==> src/shared/bcrb_params.svh <==
// Offsets, reset values and timing counts of the basic config bank
`ifndef BCRB_PARAMS_SVH
`define BCRB_PARAMS_SVH
// ==========================================================
// Register word indices, compared with byte address bits 7:2
`define BCRB_OFS_BASE   6'h00
`define BCRB_OFS_LIMIT  6'h01
`define BCRB_OFS_MACH   6'h02
`define BCRB_OFS_TOUT   6'h03
`define BCRB_OFS_MONEY  6'h04
`define BCRB_OFS_PUNCT  6'h05
`define BCRB_OFS_RDLIM  6'h06
`define BCRB_OFS_WRLIM  6'h07
`define BCRB_OFS_MKLIM  6'h08
`define BCRB_OFS_STAT   6'h09
// ==========================================================
// Status bit positions
`define BCRB_ST_VIS     0
`define BCRB_ST_BUSY    1
`define BCRB_ST_RDERR   2
`define BCRB_ST_WRERR   3
`define BCRB_ST_RUN     4
// ==========================================================
// Generation/load defaults
`define BCRB_MACH_RST   2'h3
`define BCRB_TOUT_RST   8'h1D
`define BCRB_MONEY_RST  8'h24
`define BCRB_PUNCT_RST  1'h0
`define BCRB_RDLIM_RST  4'h6
`define BCRB_WRLIM_RST  3'h4
`define BCRB_WRLIM_MAX  3'h4
`define BCRB_MKLIM_RST  2'h2
// ==========================================================
// Timing
`define BCRB_CLK_MHZ    250
`define BCRB_TICK_MS    41
`define BCRB_TICK_CYC   (`BCRB_TICK_MS * `BCRB_CLK_MHZ * 1000)
`endif

==> src/shared/bcrb_pkg.sv <==
// Types of the basic config bank
package bcrb_pkg;
  // ========================================================
  // Retry engine states, one-hot
  typedef enum logic [1:0] {
    BCRB_IDLE = 2'b01,
    BCRB_WAIT = 2'b10
  } bcrb_fsm_t;
  // Cassette operation kinds
  typedef enum logic [1:0] {
    BCRB_OP_READ  = 2'b00,
    BCRB_OP_WRITE = 2'b01,
    BCRB_OP_MARK  = 2'b10
  } bcrb_op_t;
  // ========================================================
  // Bus and side-band carriers
  typedef struct packed {
    logic        cyc;
    logic        stb;
    logic        we;
    logic [7:0]  adr;
    logic [3:0]  sel;
    logic [31:0] dat;
  } bcrb_wb_req_t;
  typedef struct packed {
    logic        ack;
    logic [31:0] dat;
  } bcrb_wb_rsp_t;
  typedef struct packed {
    logic     start;
    bcrb_op_t kind;
    logic     ok;
    logic     fail;
  } bcrb_tape_req_t;
  typedef struct packed {
    logic busy;
    logic retry;
    logic done;
    logic rd_err;
    logic wr_err;
  } bcrb_tape_rsp_t;
  typedef struct packed {
    logic [15:0] base;
    logic [15:0] limit;
    logic [1:0]  mach;
    logic [7:0]  money;
    logic        punct;
    logic        vis;
  } bcrb_cfg_t;
  // ========================================================
  // Whole module state
  typedef struct packed {
    logic        ack;
    logic [31:0] rdat;
    logic [15:0] base;
    logic [15:0] limit;
    logic [1:0]  mach;
    logic [7:0]  tout;
    logic [7:0]  money;
    logic        punct;
    logic [3:0]  rd_lim;
    logic [2:0]  wr_lim;
    logic [1:0]  mk_lim;
    logic [23:0] pre;
    logic [7:0]  ticks;
    logic        vis;
    bcrb_fsm_t   fsm;
    bcrb_op_t    kind;
    logic [3:0]  lim;
    logic [3:0]  cnt;
    logic        retry;
    logic        done;
    logic        rd_err;
    logic        wr_err;
    logic        rd_err_st;
    logic        wr_err_st;
    logic        run;
  } bcrb_state_t;
endpackage

==> src/rtl/bcrb_top.sv <==
// Basic configuration register bank with print-head timer and retry engine
// Contract
// - Hold 16-bit user memory base, load-set, read-only
// - Hold 16-bit user memory limit, load-set, read-only
// - 2-bit field selects interpreted language
// - Language field defaults to binary 11
// - Timeout counts 41 ms units before visibility mode
// - Zero timeout never enters visibility mode
// - Timeout defaults to about 1.2 seconds
// - Legacy object load forces timeout to zero
// - 8-bit money guard character, default 24
// - 1-bit punctuation style, default zero
// - Read retried up to 4-bit limit, then error
// - Read retry limit defaults to six
// - Write retried up to limit 0..4, then error
// - Tape-mark writes use only their own limit
// - Write retry limit defaults to four
// - Tape-mark retried up to 2-bit limit, then error
// - Tape-mark retry limit defaults to two
// - First program key leaves configuration unchanged
`timescale 1ns/1ps
`include "bcrb_params.svh"
module bcrb_top #(
  parameter int TICK_CYCLES = `BCRB_TICK_CYC
) (
  input  wire logic                    CLOCK_I,
  input  wire logic                    RST_N_I,
  input  wire logic                    CE_I,
  input  wire bcrb_pkg::bcrb_wb_req_t  WB_I,
  output      bcrb_pkg::bcrb_wb_rsp_t  WB_O,
  input  wire logic                    GEN_LOAD_I,
  input  wire logic                    LEGACY_I,
  input  wire logic [15:0]             USER_BASE_I,
  input  wire logic [15:0]             USER_LIMIT_I,
  input  wire logic                    FIRST_KEY_I,
  input  wire logic                    PRINT_BUSY_I,
  input  wire bcrb_pkg::bcrb_tape_req_t TAPE_I,
  output      bcrb_pkg::bcrb_tape_rsp_t TAPE_O,
  output      bcrb_pkg::bcrb_cfg_t     CFG_O
);
  import bcrb_pkg::*;

  // ========================================================
  // State register and reset image
  bcrb_state_t s_q;
  bcrb_state_t s_d;
  localparam bcrb_state_t RST_S = '{
    ack: 1'b0, rdat: 32'h0000_0000,
    base: 16'h0000, limit: 16'h0000,
    mach: `BCRB_MACH_RST, tout: `BCRB_TOUT_RST,
    money: `BCRB_MONEY_RST, punct: `BCRB_PUNCT_RST,
    rd_lim: `BCRB_RDLIM_RST, wr_lim: `BCRB_WRLIM_RST,
    mk_lim: `BCRB_MKLIM_RST,
    pre: 24'h00_0000, ticks: 8'h00, vis: 1'b0,
    fsm: BCRB_IDLE, kind: BCRB_OP_READ,
    lim: 4'h0, cnt: 4'h0,
    retry: 1'b0, done: 1'b0, rd_err: 1'b0, wr_err: 1'b0,
    rd_err_st: 1'b0, wr_err_st: 1'b0, run: 1'b0
  };

  // Last prescaler value of one 41 ms unit
  localparam logic [23:0] PRE_LAST = 24'(TICK_CYCLES - 1);

  // ========================================================
  // Read data multiplexer
  function automatic logic [31:0] rd_word(
    input bcrb_state_t s,
    input logic [5:0]  idx
  );
    logic [31:0] w;
    w = 32'h0000_0000;
    if (idx == `BCRB_OFS_BASE)
      w[15:0] = s.base;
    else if (idx == `BCRB_OFS_LIMIT)
      w[15:0] = s.limit;
    else if (idx == `BCRB_OFS_MACH)
      w[1:0] = s.mach;
    else if (idx == `BCRB_OFS_TOUT)
      w[7:0] = s.tout;
    else if (idx == `BCRB_OFS_MONEY)
      w[7:0] = s.money;
    else if (idx == `BCRB_OFS_PUNCT)
      w[0] = s.punct;
    else if (idx == `BCRB_OFS_RDLIM)
      w[3:0] = s.rd_lim;
    else if (idx == `BCRB_OFS_WRLIM)
      w[2:0] = s.wr_lim;
    else if (idx == `BCRB_OFS_MKLIM)
      w[1:0] = s.mk_lim;
    else if (idx == `BCRB_OFS_STAT)
    begin
      w[`BCRB_ST_VIS]   = s.vis;
      w[`BCRB_ST_BUSY]  = (s.fsm == BCRB_WAIT);
      w[`BCRB_ST_RDERR] = s.rd_err_st;
      w[`BCRB_ST_WRERR] = s.wr_err_st;
      w[`BCRB_ST_RUN]   = s.run;
    end
    return w;
  endfunction

  // ========================================================
  // Next-state logic
  logic       hit;
  logic       wr;
  logic [5:0] idx;
  logic [7:0] ticks_nx;
  logic [7:0] wdat;

  always_comb
  begin
    s_d      = s_q;
    hit      = WB_I.cyc & WB_I.stb;
    idx      = WB_I.adr[7:2];
    wdat     = WB_I.dat[7:0];
    ticks_nx = s_q.ticks + 8'h01;
    // Event outputs live for one cycle only
    s_d.retry  = 1'b0;
    s_d.done   = 1'b0;
    s_d.rd_err = 1'b0;
    s_d.wr_err = 1'b0;

    // Ack one cycle after the strobe, read data captured with it
    s_d.ack = hit & ~s_q.ack;
    if (hit && !s_q.ack)
      s_d.rdat = rd_word(s_q, idx);
    // Writes land on the edge where the master sees ack
    wr = hit & WB_I.we & s_q.ack & WB_I.sel[0];
    if (wr)
    begin
      if (idx == `BCRB_OFS_MACH)
        s_d.mach = wdat[1:0];
      else if (idx == `BCRB_OFS_TOUT)
        s_d.tout = wdat;
      else if (idx == `BCRB_OFS_MONEY)
        s_d.money = wdat;
      else if (idx == `BCRB_OFS_PUNCT)
        s_d.punct = wdat[0];
      else if (idx == `BCRB_OFS_RDLIM)
        s_d.rd_lim = wdat[3:0];
      else if (idx == `BCRB_OFS_WRLIM)
        // Out-of-range limits clamp rather than wrap
        s_d.wr_lim = (wdat[2:0] > `BCRB_WRLIM_MAX) ? `BCRB_WRLIM_MAX
                                                   : wdat[2:0];
      else if (idx == `BCRB_OFS_MKLIM)
        s_d.mk_lim = wdat[1:0];
      else if (idx == `BCRB_OFS_STAT)
      begin
        // Write one to clear the sticky error flags
        if (wdat[`BCRB_ST_RDERR])
          s_d.rd_err_st = 1'b0;
        if (wdat[`BCRB_ST_WRERR])
          s_d.wr_err_st = 1'b0;
      end
    end

    // Idle print head: count 41 ms units up to the timeout
    if (PRINT_BUSY_I || s_q.tout == 8'h00)
    begin
      s_d.pre   = 24'h00_0000;
      s_d.ticks = 8'h00;
      s_d.vis   = 1'b0;
    end
    else if (!s_q.vis)
    begin
      if (s_q.pre >= PRE_LAST)
      begin
        s_d.pre   = 24'h00_0000;
        s_d.ticks = ticks_nx;
        s_d.vis   = (ticks_nx == s_q.tout);
      end
      else
        s_d.pre = s_q.pre + 24'h00_0001;
    end

    // Retry engine for cassette operations
    case (s_q.fsm)
      BCRB_IDLE:
      begin
        if (TAPE_I.start)
        begin
          s_d.fsm  = BCRB_WAIT;
          s_d.kind = TAPE_I.kind;
          s_d.cnt  = 4'h0;
          // Each kind takes its own limit only
          case (TAPE_I.kind)
            BCRB_OP_WRITE: s_d.lim = {1'b0, s_q.wr_lim};
            BCRB_OP_MARK:  s_d.lim = {2'b00, s_q.mk_lim};
            default:       s_d.lim = s_q.rd_lim;
          endcase
        end
      end
      BCRB_WAIT:
      begin
        if (TAPE_I.ok)
        begin
          s_d.done = 1'b1;
          s_d.fsm  = BCRB_IDLE;
        end
        else if (TAPE_I.fail)
        begin
          if (s_q.cnt < s_q.lim)
          begin
            s_d.cnt   = s_q.cnt + 4'h1;
            s_d.retry = 1'b1;
          end
          else
          begin
            // Allowance used up: declare the error
            s_d.fsm = BCRB_IDLE;
            if (s_q.kind == BCRB_OP_READ)
            begin
              s_d.rd_err    = 1'b1;
              s_d.rd_err_st = 1'b1;
            end
            else
            begin
              s_d.wr_err    = 1'b1;
              s_d.wr_err_st = 1'b1;
            end
          end
        end
      end
      default:
        s_d.fsm = BCRB_IDLE;
    endcase

    // First key only marks the program as running
    if (FIRST_KEY_I)
      s_d.run = 1'b1;

    // Generation/load applies defaults and overrides bus writes and the first key
    if (GEN_LOAD_I)
    begin
      s_d.base   = USER_BASE_I;
      s_d.limit  = USER_LIMIT_I;
      s_d.mach   = `BCRB_MACH_RST;
      // Older object files carry no timeout: feature disabled
      s_d.tout   = LEGACY_I ? 8'h00 : `BCRB_TOUT_RST;
      s_d.money  = `BCRB_MONEY_RST;
      s_d.punct  = `BCRB_PUNCT_RST;
      s_d.rd_lim = `BCRB_RDLIM_RST;
      s_d.wr_lim = `BCRB_WRLIM_RST;
      s_d.mk_lim = `BCRB_MKLIM_RST;
      s_d.run    = 1'b0;
    end
  end

  // ========================================================
  // State flops, frozen while the clock enable is low
  always_ff @(posedge CLOCK_I or negedge RST_N_I)
  begin
    if (!RST_N_I)
      s_q <= RST_S;
    else if (CE_I)
      s_q <= s_d;
  end

  // ========================================================
  // Outputs
  assign WB_O.ack      = s_q.ack;
  assign WB_O.dat      = s_q.rdat;
  assign TAPE_O.busy   = (s_q.fsm == BCRB_WAIT);
  assign TAPE_O.retry  = s_q.retry;
  assign TAPE_O.done   = s_q.done;
  assign TAPE_O.rd_err = s_q.rd_err;
  assign TAPE_O.wr_err = s_q.wr_err;
  assign CFG_O.base    = s_q.base;
  assign CFG_O.limit   = s_q.limit;
  assign CFG_O.mach    = s_q.mach;
  assign CFG_O.money   = s_q.money;
  assign CFG_O.punct   = s_q.punct;
  assign CFG_O.vis     = s_q.vis;
endmodule

==> config.mk <==
export PLATFORM = sky130hd
export DESIGN_NAME = bcrb_top
export DESIGN_NICKNAME = d
export VERILOG_FILES = /design/src/shared/bcrb_pkg.sv /design/src/rtl/bcrb_top.sv
export VERILOG_INCLUDE_DIRS = /design/src /design/src/shared
export SDC_FILE = /design/constraint.sdc
export NUM_CORES = 1
export LEC_CHECK = 0
export ABC_AREA = 1
export BUFFER_PORTS_ARGS = -buffer_cell sky130_fd_sc_hd__buf_2
export CAP_MARGIN = 10
export CORE_ASPECT_RATIO = 0.75
export CORE_MARGIN = 3
export CORE_UTILIZATION = 59
export DETAILED_ROUTE_END_ITERATION = 7
export PLACE_DENSITY = 0.95
export SLEW_MARGIN = 20
export SYNTH_ARGS = -nofsm -noshare
export SYNTH_HDL_FRONTEND = slang
export SYNTH_SLANG_ARGS = --single-unit
==> constraint.sdc <==
create_clock -name CLOCK_I -period 4.47 [get_ports CLOCK_I]
set_input_delay 0.894 -clock CLOCK_I [delete_from_list [all_inputs] [get_ports CLOCK_I]]
set_output_delay 0.894 -clock CLOCK_I [all_outputs]
set_load 0.01 [all_outputs]
==> summary.md <==
| Metric | Value |
|---|---|
| Average wire per standard cell | 16.2 um |
| Post-CTS Hold Buffers | 0 |
| Final HPWL DP | 13.7 mm |
| Predominant post-synthesis flop cell | dfrtp_1 |
| RSZ-0062 raised after global routing | false |
| CP max stage delay | 430 ps |
| Die area | 14300 um^2 |
| Row cnt | 35 |
| Initial core utilization | 0.611 |
| Power per cell area | 401 nW/um^2 |
| Core Area | 12400 um^2 |
| Routed Antenna Nets | 0 |
| TritonRoute pass-1 iters | 6 |
| Vias in the first global route | 6571 |
| Fin. max-slew vios | 0 |
| Multi-input gate area | 3220 um^2 |
| Seq cells post-synth | 129 |
| Clock share of power | 0.394 |
| Number of buffers created by CTS | 17 |
| Worst EP arrival | 2740 ps |
| Async S/R FF share, synth | 1.00 |
| Worst slew pin tran | 917 ps |
| Io pins | 173 |
| Maximum vdd ir drop | 0.360 mV |
| P&R area growth vs syn | 9.87% |
| H-Tree Depth | 4 |
| LEAKAGE | 4.29 nW |
| Net Sw Frac | 0.307 |
| Wirelength, routed | 19.4 mm |
| Startpoint Class | input port |
| Skew-Pair Late Insertion Delay | 430 ps |
| Initial antenna violation count | 0 |
| Yosys warns | 0 |
| Total gr overflow | 0 |
| Psw | 0.00103 W |
| FMAX | 0.421 GHz |
| Area after DPL | 7790 um^2 |
| # fillers | 910 |
| Final Hold Fails | 0 |
| Global-route wire length before repair | 32.0 mm |
| Minimum clock period | 2380 ps |
| Syn_area_per_cell | 7.95 um^2 |
| CP required | 4830 ps |
| CP Max Fanout | 32 |
| CTS tree | yes |
| Antenna Cells | 0 |
| EDFF count, synth | 0 |
| Final setup vio count | 0 |
| CP endpoint kind | flop |
| Post-Syn Area | 7600 um^2 |
| DR iter-0 viols | 930 |
| Gate power share | 0.175 |
| Placed cell count | 1168 |
| Die X | 137 um |
| Layout net count | 1120 |
| Tcrit/Tclk final | 0.532 |
| Fraction of layout cells with a size suffix above 1 | 0.223 |
| Non-Filler Instances | 1200 |
| Largest net degree at the start of global routing | 74 |
| GP Congestion | 0.930 |
| Post-Route Setup TNS | 0 ps |
| Tot GR Track Use | 0.280 |
| # clock sinks | 129 |
| Cts repair resizes | 0 |
| Vias per cell | 5.66 |
| Crit-path cells | buf_2, inv_1, nor2_1, inv_1, nand2_2, nand2_4, inv_2, nand2_1, nand2_1 |
| Status | finished clean |
| Sequential area share after synthesis | 0.427 |
| Min-delay worst type | flop to flop |
| Max transition margin | 0.389 |
| Setup Skew | 9.33 ps |
| Worst-path clk slew | 60 ps |
| Fin area | 8360 um^2 |
| Max clock buf depth | 2 |
| Clock root buffer | clkbuf_16 |
| Cells after Synth | 957 |
| WS Path Type | input port to flop |
| Vias | 6792 |
| Max cap viols | 0 |
| Internal cell power | 0.00232 W |
| # port buffers | 127 |
| Sequential standard cell area | 3240 um^2 |
| Synth cell types | 46 |
| Part of the power in registers | 0.432 |
| Slowest CP cell | nand2_2 |
| Die H | 104 um |
| Postcts setup bufs | 0 |
| Drt drc | 0 |
[cells in the mapped netlist (2+ instances only)]
library cell	instances	area, um^2
buf_4	83	623
nor2_4	2	22.5
nand4_1	19	119
o211ai_1	3	22.5
nand2_2	3	18.8
a22oi_1	10	75.1
nand3b_1	3	22.5
o22ai_1	4	25.0
nor3_4	2	32.5
nand2_4	2	22.5
inv_1	116	435
a21oi_4	2	32.5
nor2_1	81	304
xor2_1	15	131
o21a_1	6	45.0
inv_2	5	18.8
dfstp_2	13	342
nor2_2	6	37.5
buf_6	5	56.3
o21ai_0	58	290
mux2_2	23	259
nand3_1	54	270
buf_2	12	60.1
o21ai_1	6	30.0
nand2_1	228	856
ha_1	8	100
o21ai_2	3	26.3
nor4_1	5	31.3
a31oi_1	3	18.8
a21oi_1	41	205
dfrtp_1	116	2900
nor3_1	6	30.0
[sequential cells by signal, summed over array words and instances (netlist names)]
signal,flops
s_q,64
CFG_O,44
WB_O,17
TAPE_O,4
[per-layer routing]
layer / up-vias / global-route usage / share of wire
li1: 3115 / - / -
met1: 3175 / 0.379 / 0.40
met2: 430 / 0.426 / 0.46
met3: 72 / 0.0706 / 0.11
met4: 0 / 0.120 / 0.034
met5: - / 0 / 0
[layout make-up]
cell class	count	share of cell area
Multi-Input combinational cell	621	0.385
Tap cell	166	0.0249
Clock buffer	17	0.0509
Clock inverter	15	0.0163
Inverter	121	0.0544
Sequential cell	129	0.388
Timing Repair Buffer	131	0.0800
[cell families after synthesis]
family	share of synthesized area
AOI/OAI and AO/OA	0.107
xor gates and xnor gates	0.0214
adders and majority gates	0.0132
buffers and inverters	0.157
DFF	0.427
muxes	0.0354
other	0.000493
and+or+nand+nor	0.239
[stage by stage]
stage / hold WS, ps / setup slack (ps) / utilization / power (W)
floorplan: 442 / 2440 / - / 0.00190
global placement: 458 / 1720 / 0.627 / 0.00199
detailed placement: 465 / 1680 / 0.627 / 0.00202
CTS: 478 / 2130 / 0.672 / 0.00335
global route: 511 / 1870 / 0.672 / 0.00349
finish: 481 / 2090 / 0.672 / 0.00335
[layout by cell type (no fill, tap or decap), drive strengths merged]
cell / n
o21ai: 68
xnor2: 1
a21oi: 43
ha: 8
nand3b: 3
o22ai: 4
nand2: 233
nand4: 20
conb: 16
bufinv: 1
nor3: 9
inv: 125
nor4: 5
o211ai: 3
nor2: 89
or2: 2
clkinvlp: 4
a31oi: 3
buf: 131
a21o: 1
dfrtp: 116
clkbuf: 17
o21a: 6
a22oi: 10
o21bai: 1
mux2i: 1
dfstp: 13
mux2: 23
clkinv: 6
xor2: 15
xnor3: 1
nand3: 55
o31ai: 1
[critical path: cells and delay by family]
| family | cells | cell delay [ps] |
|---|---|---|
| buffers and inverters | 4 | 890 |
| AND/OR/NAND/NOR | 5 | 940 |
[power by group through the flow]
stage | Sequential [W] | Clock (W) | Combinational [W]
global route | 0.00146 | 0.00138 | 0.000649
global placement | 0.00145 | 0 | 0.000541
finish | 0.00144 | 0.00132 | 0.000585
CTS | 0.00144 | 0.00132 | 0.000581
detailed placement | 0.00146 | 0 | 0.000569
floorplan | 0.00143 | 0 | 0.000474
[path summary, 6_finish.rpt]
path                       startpoint        end  slack, ps  cells past startpoint
hold / removal                 s_q[2]     s_q[2]        480                      2
setup reg to reg              s_q[77]    s_q[25]       2250                      9
min in group asynchronous     RST_N_I    WB_O[6]        590                      1
hold reg to reg                s_q[2]     s_q[2]        480                      2
max in group asynchronous     RST_N_I  CFG_O[10]       2880                      2
setup / recovery                 CE_I    s_q[25]       2090                      9
Power figures use the tool's default switching activity.
